==> src/logic/flas_pkg.sv <==
// Purpose: Shared constants for the fun-light audio sync and pin test block.
// Assumes: 100 MHz clock, byte-wide register port with 8-bit addresses.
// Notes:   Offsets, field positions, reset values and timing counts live here.
`default_nettype none
package flas_pkg;
   // Register offsets.
   localparam logic [7:0] OFF_CURRENT   = 8'h0c;
   localparam logic [7:0] OFF_AUDIO     = 8'h0d;
   localparam logic [7:0] OFF_THRESHOLD = 8'h0e;
   localparam logic [7:0] OFF_TEST_SEL  = 8'h12;
   localparam logic [7:0] OFF_TEST_RES  = 8'h13;
   // Audio control field positions.
   localparam int GAIN_MSB      = 7;
   localparam int GAIN_LSB      = 5;
   localparam int HIGHPASS_BIT  = 4;
   localparam int AUTO_GAIN_BIT = 3;
   localparam int FOLLOW_BIT    = 2;
   localparam int RATE_MSB      = 1;
   localparam int RATE_LSB      = 0;
   // Threshold and test select field positions.
   localparam int THRESH_MSB    = 3;
   localparam int THRESH_LSB    = 0;
   localparam int MEASURE_BIT   = 4;
   localparam int SOURCE_MSB    = 3;
   localparam int SOURCE_LSB    = 0;
   // Reset values.
   localparam logic [7:0] RST_CURRENT   = 8'h00;
   localparam logic [7:0] RST_AUDIO     = 8'h00;
   localparam logic [7:0] RST_THRESHOLD = 8'h00;
   localparam logic [7:0] RST_TEST_SEL  = 8'h00;
   localparam logic [7:0] RST_TEST_RES  = 8'h00;
   // Writable bit masks; unused bits read as zero.
   localparam logic [7:0] MASK_THRESHOLD = 8'h0f;
   localparam logic [7:0] MASK_TEST_SEL  = 8'h1f;
   // Test source codes.
   localparam logic [3:0] SRC_LAST_RGB = 4'hb;
   localparam logic [3:0] SRC_FUN      = 4'hc;
   localparam logic [3:0] SRC_BOOST    = 4'hf;
   // Timing.
   localparam int CLK_MHZ         = 100;
   localparam int CONV_PERIOD_US  = 128;
   localparam int CONV_CYCLES     = CONV_PERIOD_US * CLK_MHZ;
   localparam int REFRESH_FAST_US = 100;
   localparam int REFRESH_15_US   = 66667;
   localparam int REFRESH_7_US    = 131579;
   localparam int REFRESH_3_US    = 263158;
   // Test mux state.
   typedef enum logic [1:0]
   {
      FLAS_IDLE = 2'b01,
      FLAS_CONV = 2'b10
   } flas_test_state_t;
endpackage
`default_nettype wire

==> src/logic/flas_tick.sv <==
// Purpose: Free running divider giving a one-cycle enable every i_period cycles, or every PERIOD cycles when i_period is zero.
// Assumes: Single clock, synchronous active-high reset; i_restart realigns.
// Notes:   Used for the conversion period and the refresh period.
`timescale 1ns/1ns
`default_nettype none
module flas_tick
#(
   parameter int PERIOD = 12800
)
(
   input  wire logic        i_clk,      // System clock.
   input  wire logic        i_reset,    // Synchronous reset, active high.
   input  wire logic        i_restart,  // Restart count from zero.
   input  wire logic [24:0] i_period,   // Period in cycles, zero uses PERIOD.
   output logic             o_tick      // One-cycle pulse at end of period.
);
   logic [24:0] count_reg;
   logic [24:0] count_next;
   logic [24:0] limit;

   // Next count and tick decision.
   always_comb
   begin
      limit      = (i_period == 25'h0) ? 25'(PERIOD - 1) : i_period - 25'h1;
      o_tick     = !i_restart && (count_reg >= limit);
      count_next = (i_restart || o_tick) ? 25'h0 : count_reg + 25'h1;
   end

   // Count register.
   always_ff @(posedge i_clk)
   begin
      if (i_reset)
         count_reg <= 25'h0;
      else
         count_reg <= count_next;
   end
endmodule
`default_nettype wire

==> src/logic/flas_top.sv <==
// Purpose: Register file and control for the fun-light sink, audio follow and pin test.
// Assumes: Registers reached over a byte-wide port decoded from the serial interface.
// Notes:   Analog parts sit outside; this drives their control codes.
`timescale 1ns/1ns
`default_nettype none
module flas_top
(
   input  wire logic       i_clk,            // System clock, 100 MHz.
   input  wire logic       i_reset,          // Synchronous reset, active high.
   input  wire logic [7:0] i_addr,           // Register address.
   input  wire logic       i_wr,             // Write strobe, one cycle.
   input  wire logic [7:0] i_wdata,          // Write data.
   output logic      [7:0] o_rdata,          // Read data for i_addr, combinational.
   input  wire logic [7:0] i_adc_code,       // Converter code, 27.345 mV per step.
   output logic            o_adc_start,      // Conversion start pulse.
   output logic            o_test_connect,   // Divider connected to a source.
   output logic      [3:0] o_test_source,    // Routed source code.
   output logic            o_sink_enable,    // Fun-light sink active.
   output logic      [7:0] o_sink_code,      // Current code, 15 mA / 255 per step.
   output logic      [7:0] o_level_in,       // Peak level from audio path.
   input  wire logic [7:0] i_audio_level,    // Audio peak level input.
   output logic            o_refresh,        // Brightness refresh pulse.
   output logic      [2:0] o_manual_gain,    // Manual attenuation code.
   output logic            o_auto_gain,      // Automatic gain active.
   output logic            o_highpass_high,  // High-pass corner at 510 Hz.
   output logic      [3:0] o_threshold       // Noise threshold code, 0 off.
);
   logic [7:0] current_reg;
   logic [7:0] current_next;
   logic [7:0] audio_reg;
   logic [7:0] audio_next;
   logic [7:0] threshold_reg;
   logic [7:0] threshold_next;
   logic [7:0] test_sel_reg;
   logic [7:0] test_sel_next;
   logic [7:0] test_res_reg;
   logic [7:0] test_res_next;
   logic [7:0] level_reg;
   logic [7:0] level_next;
   logic       start_reg;
   logic       start_next;
   logic       conv_tick;
   logic       refresh_tick;
   logic       following;
   logic       measuring;
   logic [24:0] refresh_period;
   flas_pkg::flas_test_state_t state_reg;
   flas_pkg::flas_test_state_t state_next;

   // Converts a refresh time in microseconds to clock cycles.
   function automatic logic [24:0] us_to_cycles(input int us);
      us_to_cycles = 25'(us * flas_pkg::CLK_MHZ);
   endfunction

   assign following = audio_reg[flas_pkg::FOLLOW_BIT];
   assign measuring = test_sel_reg[flas_pkg::MEASURE_BIT];

   // Register writes; the result register has no write path.
   always_comb
   begin
      current_next   = current_reg;
      audio_next     = audio_reg;
      threshold_next = threshold_reg;
      test_sel_next  = test_sel_reg;
      if (i_wr)
      begin
         unique case (i_addr)
            flas_pkg::OFF_CURRENT:   current_next   = i_wdata;
            flas_pkg::OFF_AUDIO:     audio_next     = i_wdata;
            flas_pkg::OFF_THRESHOLD: threshold_next = i_wdata & flas_pkg::MASK_THRESHOLD;
            flas_pkg::OFF_TEST_SEL:  test_sel_next  = i_wdata & flas_pkg::MASK_TEST_SEL;
            default:                 current_next   = current_reg;
         endcase
      end
   end

   always_ff @(posedge i_clk)
   begin
      if (i_reset)
      begin
         current_reg   <= flas_pkg::RST_CURRENT;
         audio_reg     <= flas_pkg::RST_AUDIO;
         threshold_reg <= flas_pkg::RST_THRESHOLD;
         test_sel_reg  <= flas_pkg::RST_TEST_SEL;
      end
      else
      begin
         current_reg   <= current_next;
         audio_reg     <= audio_next;
         threshold_reg <= threshold_next;
         test_sel_reg  <= test_sel_next;
      end
   end

   // Read mux; unmapped addresses read zero.
   always_comb
   begin
      unique case (i_addr)
         flas_pkg::OFF_CURRENT:   o_rdata = current_reg;
         flas_pkg::OFF_AUDIO:     o_rdata = audio_reg;
         flas_pkg::OFF_THRESHOLD: o_rdata = threshold_reg;
         flas_pkg::OFF_TEST_SEL:  o_rdata = test_sel_reg;
         flas_pkg::OFF_TEST_RES:  o_rdata = test_res_reg;
         default:                 o_rdata = 8'h00;
      endcase
   end

   // Conversion period timer, realigned while measurement is off.
   flas_tick #(.PERIOD(flas_pkg::CONV_CYCLES)) u_conv_tick
   (
      .i_clk     (i_clk),
      .i_reset   (i_reset),
      .i_restart (!measuring),
      .i_period  (25'h0),
      .o_tick    (conv_tick)
   );

   // Test sequencer: a conversion starts as soon as measurement is enabled and
   // again at each 128 us tick; each tick latches the code that the last start gave.
   always_comb
   begin
      state_next    = state_reg;
      test_res_next = test_res_reg;
      start_next    = 1'b0;
      unique case (state_reg)
         flas_pkg::FLAS_IDLE:
         begin
            if (measuring)
            begin
               state_next = flas_pkg::FLAS_CONV;
               start_next = 1'b1;
            end
         end
         flas_pkg::FLAS_CONV:
         begin
            if (!measuring)
               state_next = flas_pkg::FLAS_IDLE;
            else if (conv_tick)
            begin
               start_next    = 1'b1;
               test_res_next = i_adc_code;
            end
         end
      endcase
   end

   always_ff @(posedge i_clk)
   begin
      if (i_reset)
      begin
         state_reg    <= flas_pkg::FLAS_IDLE;
         test_res_reg <= flas_pkg::RST_TEST_RES;
         start_reg    <= 1'b0;
      end
      else
      begin
         state_reg    <= state_next;
         test_res_reg <= test_res_next;
         start_reg    <= start_next;
      end
   end

   assign o_adc_start    = start_reg;
   assign o_test_connect = measuring
                           && (test_sel_reg[flas_pkg::SOURCE_MSB:flas_pkg::SOURCE_LSB]
                               <= flas_pkg::SRC_FUN
                               || test_sel_reg[flas_pkg::SOURCE_MSB:flas_pkg::SOURCE_LSB]
                               == flas_pkg::SRC_BOOST);
   assign o_test_source  = test_sel_reg[flas_pkg::SOURCE_MSB:flas_pkg::SOURCE_LSB];

   // Refresh period selected by the rate code.
   always_comb
   begin
      unique case (audio_reg[flas_pkg::RATE_MSB:flas_pkg::RATE_LSB])
         2'b00:   refresh_period = us_to_cycles(flas_pkg::REFRESH_FAST_US);
         2'b01:   refresh_period = us_to_cycles(flas_pkg::REFRESH_15_US);
         2'b10:   refresh_period = us_to_cycles(flas_pkg::REFRESH_7_US);
         default: refresh_period = us_to_cycles(flas_pkg::REFRESH_3_US);
      endcase
   end

   flas_tick #(.PERIOD(flas_pkg::CONV_CYCLES)) u_refresh_tick
   (
      .i_clk     (i_clk),
      .i_reset   (i_reset),
      .i_restart (!following),
      .i_period  (refresh_period),
      .o_tick    (refresh_tick)
   );

   // Level follows audio peak at each refresh while following.
   always_comb
   begin
      level_next = level_reg;
      if (!following)
         level_next = 8'h00;
      else if (refresh_tick)
         level_next = i_audio_level;
   end

   always_ff @(posedge i_clk)
   begin
      if (i_reset)
         level_reg <= 8'h00;
      else
         level_reg <= level_next;
   end

   assign o_refresh     = refresh_tick;
   assign o_level_in    = level_reg;
   // Sink code: host code in direct mode, audio level while following.
   assign o_sink_code   = following ? level_reg : current_reg;
   assign o_sink_enable = following || (current_reg != 8'h00);
   assign o_manual_gain = audio_reg[flas_pkg::GAIN_MSB:flas_pkg::GAIN_LSB];
   assign o_auto_gain   = audio_reg[flas_pkg::AUTO_GAIN_BIT];
   assign o_highpass_high = audio_reg[flas_pkg::HIGHPASS_BIT];
   assign o_threshold   = threshold_reg[flas_pkg::THRESH_MSB:flas_pkg::THRESH_LSB];
endmodule
`default_nettype wire

==> config.mk <==
export PLATFORM = sky130hd
export DESIGN_NAME = flas_top
export DESIGN_NICKNAME = d
export VERILOG_FILES = /design/src/logic/flas_pkg.sv /design/src/logic/flas_tick.sv /design/src/logic/flas_top.sv
export SDC_FILE = /design/constraint.sdc
export NUM_CORES = 1
export LEC_CHECK = 0
export ABC_AREA = 0
export BUFFER_PORTS_ARGS = -buffer_cell sky130_fd_sc_hd__buf_4
export CORE_MARGIN = 2
export CORE_UTILIZATION = 58
export CTS_CLUSTER_DIAMETER = 80
export DETAILED_ROUTE_END_ITERATION = 10
export PLACE_DENSITY = 0.86
export SLEW_MARGIN = 20
export SYNTH_ARGS = -nofsm -noshare
export SYNTH_HDL_FRONTEND = slang
export SYNTH_SLANG_ARGS = --single-unit
==> constraint.sdc <==
create_clock -name i_clk -period 3.9 [get_ports i_clk]
set_input_delay 0.39 -clock i_clk [delete_from_list [all_inputs] [get_ports i_clk]]
set_output_delay 0.39 -clock i_clk [all_outputs]
set_load 0.05 [all_outputs]
==> implementation parameters, run 1 <==
Parameter                              Value

Run status
  Run status    finished, final reports clean

Synth
  Dominant combinational cell family by area after synthesis    simple AND/OR/NAND/NOR gates
  Synth async-reset ratio    0%
  Top_reg_cell synth    sky130_fd_sc_hd__dfxtp_1
  Number of synthesized flops with an enable pin    0
  Adder-cell share of the synthesized area    7.735%
  Post-Synth Simple-Gate Area    29.54%
  Seq cells post-synth    94
  Most frequently used cell type in the post-synthesis netlist    sky130_fd_sc_hd__dfxtp_1
  Cell types with the highest counts after synthesis    sky130_fd_sc_hd__dfxtp_1 (94), sky130_fd_sc_hd__nand2_1 (76), sky130_fd_sc_hd__nand3_1 (61)
  Mean instance size in the synthesized netlist    8.744 um2
  Compound-Gate Fraction of Synth Area    11.07%
  Fraction of synthesized area in multiplexers    3.481%
  Area contributors post-synth    sky130_fd_sc_hd__dfxtp_1 (36%), sky130_fd_sc_hd__ha_1 (7.7%), sky130_fd_sc_hd__nand3_1 (5.9%), sky130_fd_sc_hd__nand2_1 (5.5%), sky130_fd_sc_hd__xor2_1 (4.2%)
  Post-synthesis cell type count    48
  Yosys warns    0
  Yosys top cell area share    36.35%
  Post-synthesis cell count    592
  Cell accounting for the most synthesized area    sky130_fd_sc_hd__dfxtp_1
  Post-synthesis share of cell area spent on xor and xnor gates    6.261%
  Seq/Total Area, Yosys    36.35%
  Area of the mapped netlist    5176 um2

Place
  Final weighted congestion in routability-driven placement    0.8597
  Detail Placement HPWL    8.602 mm
  Post-detailed-placement cell area    5752 um2
  Count of input and output buffers    75

Setup path
  Data arrival at the endpoint of the critical path    3.15 ns
  Required time at the worst-slack endpoint    3.51 ns
  Cell type with the highest occurrence count on the critical path    sky130_fd_sc_hd__ha_1
  End of the worst register-to-register path    u_refresh_tick.count_reg[24]
  Depth of the worst register-to-register path    10
  CP Cell Sequence    inv_1, ha_1, o21ai_0, ha_1, nand4_1, nor3_1, a22oi_2, a21o_1, a21boi_0, buf_4
  Maximum fanout count along the critical path    18
  Crit-path leading delay family    compound AO/OA/AOI/OAI gates
  Category of the critical setup timing path    reg2out
  Slowest Stage Delay on Critical Path    0.48 ns
  Kind of capture point of the worst setup path    output pin
  Critical path buffers and inverters    2
  CP max stage cell    sky130_fd_sc_hd__dfxtp_1
  Category of the worst setup path launch point    register
  Worst reg2reg path startpoint    audio_reg[0]
  Reg-to-reg slack, setup    0.94 ns

Clock network
  Maximum root-to-sink buffer count    2
  Total CTS buffers    9
  Count of H-tree levels built during CTS    3
  Clk sink count    94
  Count of hold-fix buffers inserted at cts    0
  Number of cells upsized or downsized after cts    0
  CTS tree    yes
  Clock-pin slew on the worst setup and hold paths    0.10 ns
  Clock insertion delay at the later pin of the skew report    0.37 ns
  Clk root buf    sky130_fd_sc_hd__clkbuf_8
  Count of buffers added by post-CTS timing repair for setup    0

Timing
  Pins Over Slew Limit    0
  Maximum clock skew at final layout    0.009137 ns
  Final number of setup-violating endpoints    0
  Slew of the pin with the lowest slew margin    0.8887 ns
  Setup repair after global routing missed its margin    no
  Max-Slew Margin vs Limit    40.31%
  Part of the cycle the worst path needs    90.70%
  Setup TNS    0 ns
  Minimum clock period    3.537 ns
  Final hold viol count    0
  Maximum clock frequency    282.7 MHz

Route
  Met3 wirelength from detailed routing    652 um
  Total wire length    11.97 mm
  Length of the first detailed-routing pass in iterations    5
  Average wire per cell in the routed design    15.59 um
  First DRT Iteration DRCs    222
  Via-per-instance ratio    5.891
  Remaining routing DRC violations    0
  Number of nets with antenna violations after detailed routing    0
  Detailed-route via count    4,524
  Post-Route M1 WL    5.133 mm
  Top layer in use    met4
  Met2 Wirelength    6.056 mm

Hold path
  Cells on Worst Hold Path    3
  Startpoint of the worst hold path    i_wdata[5]
  Worst min-delay path class    in2reg
  End point of the worst hold path    current_reg[5]

Power
  Worst vdd ir    166.4 uV
  Power density of the placed cells    284.4 nW/um2
  P_leak    2.263 nW

Floorplan
  Y dimension of the die    98.47 um
  Std-Cell Rows    34
  Total Die Area    9696 um2
  Top-Level Pins    76
  Die width    98.47 um
  Initial core utilization    59.65%
  Core Box Area    8678 um2

Run
  MaxCap Viol Count    0

Layout
  Total inserted antenna cells    0
  Area overhead of the layout relative to synthesis    14.96%
  Share of cells above drive strength 1    22.73%
  Number of nets in the layout    722
  Final Cell Area    5951 um2

Global routing
  GRT Util Overall    24.19%
  Initial antenna violation count    0
  Via count of the first global-routing pass    4,327
  Global-route wire length before repair    19.56 mm
  Largest net degree at the start of global routing    45
  GRT Residual Overflow    0
==> logic make-up after synthesis <==
group                      after synthesis
other                                    2
AOI/OAI and AO/OA                       80
DFF                                     94
xor gates and xnor gates                37
and+or+nand+nor                        272
muxes                                   16
adders and majority gates               32
buffers and inverters                   59
==> worst reg2reg max path, stage by stage, from the launching register on <==
cell and delay (ns):
sky130_fd_sc_hd__dfxtp_1 0.48, sky130_fd_sc_hd__inv_1 0.18, sky130_fd_sc_hd__ha_1 0.26, sky130_fd_sc_hd__o21ai_0 0.21, sky130_fd_sc_hd__ha_1 0.28, sky130_fd_sc_hd__nand4_1 0.11
sky130_fd_sc_hd__nor3_1 0.11, sky130_fd_sc_hd__a22oi_2 0.64, sky130_fd_sc_hd__a21oi_2 0.12, sky130_fd_sc_hd__buf_4 0.28, sky130_fd_sc_hd__nor3_2 0.22
==> layer usage <==
layer | track usage [%] | up-vias
met2 | 42.49 | 160
met5 | 0 | -
met4 | 7.798 | 0
met3 | 4.326 | 14
met1 | 30.17 | 2123
li1 | - | 2227
==> cell type report <==
| class | instances | area (um2) |
|---|---|---|
| inverters | 20 | 75.07 |
| clock inverters | 7 | 72.57 |
| repair buffers | 81 | 608.1 |
| well taps | 108 | 135.1 |
| multi-input cells | 449 | 3054 |
| flip-flops and latches | 94 | 1882 |
| fillers | 651 | 2728 |
| clock buffers | 9 | 123.9 |
==> metrics by stage <==
step | power, W | worst slack (ns) | hold WS [ns] | utilization (%) | cells
after detailed placement | 0.001071 | 0.8212 | 0.4674 | 66.28 | 752
after CTS | 0.001698 | 0.4078 | 0.2756 | 68.54 | 768
after global routing | 0.001744 | 0.1553 | 0.2834 | 68.57 | 768
after floorplan | 0.001033 | 0.2686 | 0.4297 | - | 602
after global placement | 0.001067 | 0.9610 | 0.4431 | 66.28 | 752
final | 0.001692 | 0.3626 | 0.2867 | 68.57 | 768
==> layout by cell type (no fill, tap or decap), types with 2 or more instances in the layout <==
| cell type | n |
|---|---|
| sky130_fd_sc_hd__nand3_1 | 61 |
| sky130_fd_sc_hd__nor3_1 | 11 |
| sky130_fd_sc_hd__buf_4 | 81 |
| sky130_fd_sc_hd__nor3b_1 | 9 |
| sky130_fd_sc_hd__mux2_2 | 15 |
| sky130_fd_sc_hd__nor4_4 | 2 |
| sky130_fd_sc_hd__nor3_2 | 21 |
| sky130_fd_sc_hd__and3_1 | 5 |
| sky130_fd_sc_hd__ha_1 | 32 |
| sky130_fd_sc_hd__a222oi_1 | 8 |
| sky130_fd_sc_hd__o21ai_0 | 8 |
| sky130_fd_sc_hd__or3_1 | 2 |
| sky130_fd_sc_hd__or4b_2 | 8 |
| sky130_fd_sc_hd__and4_1 | 7 |
| sky130_fd_sc_hd__nand4_1 | 20 |
| sky130_fd_sc_hd__a21o_1 | 2 |
| sky130_fd_sc_hd__a21oi_1 | 32 |
| sky130_fd_sc_hd__nand2_1 | 76 |
| sky130_fd_sc_hd__nand2b_1 | 2 |
| sky130_fd_sc_hd__xor2_1 | 25 |
| sky130_fd_sc_hd__a32oi_1 | 8 |
| sky130_fd_sc_hd__inv_6 | 2 |
| sky130_fd_sc_hd__and2_1 | 10 |
| sky130_fd_sc_hd__inv_1 | 19 |
| sky130_fd_sc_hd__a22oi_1 | 4 |
| sky130_fd_sc_hd__nor2_1 | 29 |
| sky130_fd_sc_hd__dfxtp_1 | 94 |
| sky130_fd_sc_hd__a211o_1 | 9 |
| sky130_fd_sc_hd__inv_8 | 2 |
| sky130_fd_sc_hd__conb_1 | 12 |
| sky130_fd_sc_hd__clkbuf_8 | 9 |
| sky130_fd_sc_hd__a211oi_1 | 2 |
| sky130_fd_sc_hd__xnor2_1 | 12 |
| sky130_fd_sc_hd__nor4_1 | 4 |
==> how the worst max path moves through the flow <==
| stage | startpoint | endpoint | slack, ns | cells past startpoint |
|---|---|---|---|---|
| 2_1_floorplan | audio_reg[0] | o_refresh | 0.27 | 9 |
| 3_3_place_gp | audio_reg[0] | o_refresh | 0.96 | 10 |
| 3_5_place_dp | audio_reg[0] | o_refresh | 0.82 | 10 |
| 4_1_cts | audio_reg[0] | o_refresh | 0.41 | 10 |
| 5_1_grt | audio_reg[0] | o_refresh | 0.16 | 10 |
| 6_report | audio_reg[0] | o_refresh | 0.36 | 10 |
==> report_power, final <==
part	internal, W	switching [W]	total (W)	leakage, nW
Clock	0.000252	0.000389	0.000641	0.0970
Combinational	0.0000342	0.0000367	0.0000709	1.41
Sequential	0.000973	0.00000738	0.000980	0.761
Total	0.00126	0.000433	0.00169	2.26
(Power assumes the default switching activity.)
==> inputs of run 2 (changes only) <==
Settings changed: REMOVE_ABC_BUFFERS set to 1.
==> run 2 against run 1 <==
  * Sequential share of layout area is essentially flat
  * Largest cell class unchanged
  * Clock-buffer cell count is the same
  * Die area is the same
  * Largest power group unchanged
  * Sequential power is essentially flat
  * Clock skew grew 0.0031 ns
  * Clock power shrank 2%
  * Global-route usage grew 1.3 points
  * Register-to-register slack lost 0.12 ns
==> implementation parameters, run 2 (synthesis gave the netlist of run 1 again) <==
Parameter                              Value

Floorplan
  Core Box Area    8678 um2
  Top-Level Pins    76
  Total Die Area    9696 um2
  Y dimension of the die    98.47 um
  Die width    98.47 um
  Std-Cell Rows    34
  Initial core utilization    59.65%

Timing
  Final number of setup-violating endpoints    0
  Max-Slew Margin vs Limit    36.58%
  Worst Hold Slack    0.2776 ns
  Maximum clock skew at final layout    0.01227 ns
  Final hold viol count    0
  Maximum clock frequency    278.9 MHz
  Setup TNS    0 ns
  Part of the cycle the worst path needs    91.94%
  Setup repair after global routing missed its margin    no
  Slew of the pin with the lowest slew margin    0.9442 ns
  Minimum clock period    3.586 ns
  Pins Over Slew Limit    0

Place
  Detail Placement HPWL    8.669 mm
  Count of input and output buffers    75
  Final weighted congestion in routability-driven placement    0.9508

Clock network
  Clk root buf    sky130_fd_sc_hd__clkbuf_8
  Clk sink count    94
  CTS tree    yes
  Number of cells upsized or downsized after cts    0
  Count of hold-fix buffers inserted at cts    0
  Clock insertion delay at the later pin of the skew report    0.38 ns
  Clock-pin slew on the worst setup and hold paths    0.10 ns
  Count of H-tree levels built during CTS    3
  Total CTS buffers    9
  Maximum root-to-sink buffer count    2
  Count of buffers added by post-CTS timing repair for setup    0

Route
  Via-per-instance ratio    5.992
  Remaining routing DRC violations    0
  Number of nets with antenna violations after detailed routing    0
  Length of the first detailed-routing pass in iterations    5
  Detailed-route via count    4,602
  Average wire per cell in the routed design    15.94 um
  Total wire length    12.24 mm
  First DRT Iteration DRCs    259

Power
  Sw frac    25.35%
  Comb power frac    4.2%
  Power dissipated by switching net loads    0.0004253 W
  Register share of total power    58.3%
  Clock share of power    37.4%
  P_leak    2.258 nW
  P_int    0.001252 W
  Power density of the placed cells    282.1 nW/um2
  Worst vdd ir    175.5 uV

Layout
  Combined flip-flop and latch cell area    1882 um2
  Area of the multi-input gates    3054 um2
  Total inserted antenna cells    0
  Final core occ    68.53%
  Highest-count cells in the layout ignoring fill and taps    sky130_fd_sc_hd__dfxtp_1 (94), sky130_fd_sc_hd__buf_4 (81), sky130_fd_sc_hd__nand2_1 (76)
  Filler Cell Count    659
  Most common library cell in the layout ignoring fill and taps    sky130_fd_sc_hd__dfxtp_1
  Number of nets in the layout    722
  Area overhead of the layout relative to synthesis    14.89%
  Share of cells above drive strength 1    22.73%

Setup path
  Kind of capture point of the worst setup path    output pin
  Maximum fanout count along the critical path    18
  Category of the worst setup path launch point    register
  Category of the critical setup timing path    reg2out
  Data arrival at the endpoint of the critical path    3.20 ns
  Required time at the worst-slack endpoint    3.51 ns

Global routing
  Via count of the first global-routing pass    4,343
  Initial antenna violation count    0
  Global-route wire length before repair    20.52 mm
  GRT Util Overall    25.54%
  GRT Residual Overflow    0
  Largest net degree at the start of global routing    45

Run status
  Run status    finished, final reports clean

Run
  MaxCap Viol Count    0

Hold path
  Worst min-delay path class    in2reg
## run 2: cell types whose count changed in the layout (fill, tap and decap cells not counted), sizes merged
cell,delta
inv,-2
clkinv,+1
clkinvlp,+1
## run 2: per-layer routing
layer / global-route usage, % / part of all wire, % / up-vias
met2: 41.92 / 48 / 164
met4: 10.43 / 3.0 / 0
li1: - / - / 2228
met1: 32.56 / 43 / 2175
met3: 5.957 / 6.1 / 35
met5: 0 / 0 / -
## run 2: power by group through the flow
stage | combinational, W | sequential (W) | clock (W)
final | 0.0000707 | 0.000979 | 0.000628
after CTS | 0.0000696 | 0.000979 | 0.000628
after global routing | 0.0000789 | 0.000980 | 0.000676
after floorplan | 0.0000234 | 0.00100 | 0
after detailed placement | 0.0000693 | 0.00100 | 0
after global placement | 0.0000678 | 0.00100 | 0
## run 2: final cells by class
class / count / share of cell area (%)
Timing Repair Buffer: 81 / 10.23
Clock inverter: 7 / 1.157
Multi-Input combinational cell: 449 / 51.36
Tap cell: 108 / 2.272
Inverter: 20 / 1.262
Clock buffer: 9 / 2.083
Sequential cell: 94 / 31.64
## run 2: worst max-delay path, stage by stage (launching register included)
cell and delay [ns]:
sky130_fd_sc_hd__dfxtp_1 0.49, sky130_fd_sc_hd__inv_1 0.18, sky130_fd_sc_hd__ha_1 0.26, sky130_fd_sc_hd__o21ai_0 0.19, sky130_fd_sc_hd__ha_1 0.27, sky130_fd_sc_hd__o21ai_0 0.07, sky130_fd_sc_hd__o21ai_0 0.14, sky130_fd_sc_hd__a22oi_2 0.72
sky130_fd_sc_hd__a21o_1 0.21, sky130_fd_sc_hd__a21boi_0 0.08, sky130_fd_sc_hd__buf_4 0.21
## run 2: metrics by stage
stage | worst slack (ns) | area, um2 | total power, W | instances
global route | 0.01403 | 5947 | 0.001735 | 768
finish | 0.3144 | 5947 | 0.001678 | 768
floorplan | 0.2246 | 5009 | 0.001024 | 563
detailed placement | 0.7320 | 5752 | 0.001071 | 752
CTS | 0.3061 | 5944 | 0.001677 | 768
global placement | 0.9084 | 5752 | 0.001068 | 752
## run 2: worst paths after layout
kind | from | to | slack (ns) | cells past startpoint
setup / recovery | audio_reg[0] | o_refresh | 0.31 | 10
hold / removal | i_wdata[7] | audio_reg[7] | 0.28 | 3
hold reg to reg | u_conv_tick.count_reg[0] | u_conv_tick.count_reg[0] | 0.48 | 1
setup reg to reg | audio_reg[0] | u_refresh_tick.count_reg[1] | 0.82 | 10
==> inputs of run 3 (changes only) <==
Settings changed: CORE_UTILIZATION 58 to 60, PLACE_DENSITY 0.86 to 0.88.
Clock period 3.9 ns to 4.5 ns, I/O delays scaled along.
==> run 3 against run 2 <==
  * First-iteration DRC count rose by 2.7%
  * Largest power group unchanged
  * Clock power fell by 14%
  * Routed wire length rose by 2.0%
  * Critical path type unchanged
  * Clock skew fell by 0.0032 ns
  * Utilization rose by 2.9 points
  * Worst setup slack improved by 0.55 ns
  * Die area fell by 3.2%
  * Global-route usage rose by 0.44 points
  * Combinational power fell by 13%
  * Worst hold slack improved by 0.068 ns
  * Register-to-register slack improved by 0.66 ns
==> implementation parameters, run 3 (synthesis gave the netlist of run 1 again) <==
Parameter                              Value

Floorplan
  Die width    96.88 um
  Total Die Area    9386 um2
  Core Box Area    8299 um2
  Top-Level Pins    76
  Std-Cell Rows    33
  Y dimension of the die    96.88 um
  Initial core utilization    62.37%

Power
  P_leak    2.249 nW
  Register share of total power    58.4%
  Worst vdd ir    165.6 uV
  Sw frac    25.36%
  Comb power frac    4.2%
  Power density of the placed cells    244.8 nW/um2
  Power dissipated by switching net loads    0.0003682 W
  Clock share of power    37.3%
  P_int    0.001084 W
  Final Power    0.001452 W

Global routing
  GRT Residual Overflow    0
  Initial antenna violation count    0
  GRT Util Overall    25.98%
  Via count of the first global-routing pass    4,516
  Layer with the highest usage    met2
  Met2 usage    44.50%
  Global-route wire length before repair    20.50 mm
  M3 GR Usage    4.697%
  Met1 usage    31.56%
  Largest net degree at the start of global routing    45

Place
  Count of input and output buffers    75
  Final weighted congestion in routability-driven placement    0.9013
  Detail Placement HPWL    8.899 mm
  Placed Instances    748

Layout
  Share of cells above drive strength 1    22.76%
  Area overhead of the layout relative to synthesis    14.60%
  Total inserted antenna cells    0
  Final core occ    71.48%
  Most common library cell in the layout ignoring fill and taps    sky130_fd_sc_hd__dfxtp_1
  Number of nets in the layout    721
  Highest-count cells in the layout ignoring fill and taps    sky130_fd_sc_hd__dfxtp_1 (94), sky130_fd_sc_hd__buf_4 (80), sky130_fd_sc_hd__nand2_1 (76)
  Number of standard cells in the final layout excluding fillers    764

Timing
  Setup TNS    0 ns
  Max-Slew Margin vs Limit    37.49%
  Slew of the pin with the lowest slew margin    0.9306 ns
  Minimum clock period    3.638 ns
  Maximum clock frequency    274.9 MHz
  Final number of setup-violating endpoints    0
  Pins Over Slew Limit    0
  Setup repair after global routing missed its margin    no
  Maximum clock skew at final layout    0.009058 ns
  Final hold viol count    0
  Worst Hold Slack    0.3459 ns
  Part of the cycle the worst path needs    80.84%

Setup path
  Data arrival at the endpoint of the critical path    3.19 ns
  Category of the critical setup timing path    reg2out
  Kind of capture point of the worst setup path    output pin
  Maximum fanout count along the critical path    18
  Category of the worst setup path launch point    register
  Required time at the worst-slack endpoint    4.05 ns
  CP Cell Sequence    inv_1, ha_1, ha_1, nand4_1, nor3_1, a31oi_2, a21o_1, a21boi_0, buf_4
  CP max stage cell    sky130_fd_sc_hd__dfxtp_1
  Cell type with the highest occurrence count on the critical path    sky130_fd_sc_hd__ha_1
  Critical path buffers and inverters    2
  Crit-path leading delay family    compound AO/OA/AOI/OAI gates
  Slowest Stage Delay on Critical Path    0.52 ns

Clock network
  Clk root buf    sky130_fd_sc_hd__clkbuf_8
  Count of H-tree levels built during CTS    3
  Number of cells upsized or downsized after cts    0
  CTS tree    yes
  Total CTS buffers    9
  Clock-pin slew on the worst setup and hold paths    0.10 ns
  Clock insertion delay at the later pin of the skew report    0.38 ns
  Clk sink count    94
  Count of hold-fix buffers inserted at cts    0
  Maximum root-to-sink buffer count    2
  Count of buffers added by post-CTS timing repair for setup    0

Hold path
  Worst min-delay path class    in2reg

Route
  Via-per-instance ratio    6.131
  Total wire length    12.49 mm
  Detailed-route via count    4,684
  Remaining routing DRC violations    0
  Average wire per cell in the routed design    16.34 um
  Number of nets with antenna violations after detailed routing    0
  First DRT Iteration DRCs    266
  Length of the first detailed-routing pass in iterations    6

Run status
  Run status    finished, final reports clean

Run
  MaxCap Viol Count    0
==> run 3: layout make-up <==
class                   count  area (um2)
inverters                  20       75.07
clock buffers               9       123.9
well taps                 105       131.4
repair buffers             80       600.6
flip-flops and latches     94        1882
clock inverters             7       61.31
fillers                   611        2367
multi-input cells         449        3058
==> run 3: metal layers <==
metal | part of all wire, % | vias to the layer above
li1 | - | 2235
met1 | 41 | 2217
met2 | 50 | 200
met3 | 7.0 | 32
met4 | 2.6 | 0
met5 | 0 | -
==> run 3: worst paths after layout <==
| check | startpoint | cells after the start | endpoint | slack (ns) |
|---|---|---|---|---|
| min | i_wdata[7] | 3 | audio_reg[7] | 0.35 |
| max | audio_reg[0] | 9 | o_refresh | 0.86 |
| max reg2reg | audio_reg[0] | 9 | u_refresh_tick.count_reg[2] | 1.48 |
| min reg2reg | threshold_reg[3] | 2 | threshold_reg[3] | 0.49 |
==> run 3: power by group through the flow <==
stage | clock (W) | sequential [W] | combinational, W
after floorplan | 0 | 0.000867 | 0.0000203
after global placement | 0 | 0.000867 | 0.0000582
after detailed placement | 0 | 0.000868 | 0.0000600
after CTS | 0.000546 | 0.000849 | 0.0000605
after global routing | 0.000580 | 0.000850 | 0.0000682
final | 0.000542 | 0.000848 | 0.0000615
==> run 3: per-stage QoR <==
step,area (um2),worst slack (ns)
2_1_floorplan,5009,0.7646
4_1_cts,5926,0.8608
3_5_place_dp,5741,1.271
6_report,5932,0.8621
5_1_grt,5932,0.5492
3_3_place_gp,5741,1.466
==> run 3: worst register-to-register path, stage by stage, from the launching register on <==
cell                      delay (ns)
sky130_fd_sc_hd__dfxtp_1        0.52
sky130_fd_sc_hd__inv_1          0.19
sky130_fd_sc_hd__ha_1           0.26
sky130_fd_sc_hd__ha_1           0.30
sky130_fd_sc_hd__nand4_1        0.13
sky130_fd_sc_hd__nor3_1         0.35
sky130_fd_sc_hd__a31oi_2        0.42
sky130_fd_sc_hd__a21oi_2        0.23
sky130_fd_sc_hd__buf_4          0.38
sky130_fd_sc_hd__nor3_1         0.13
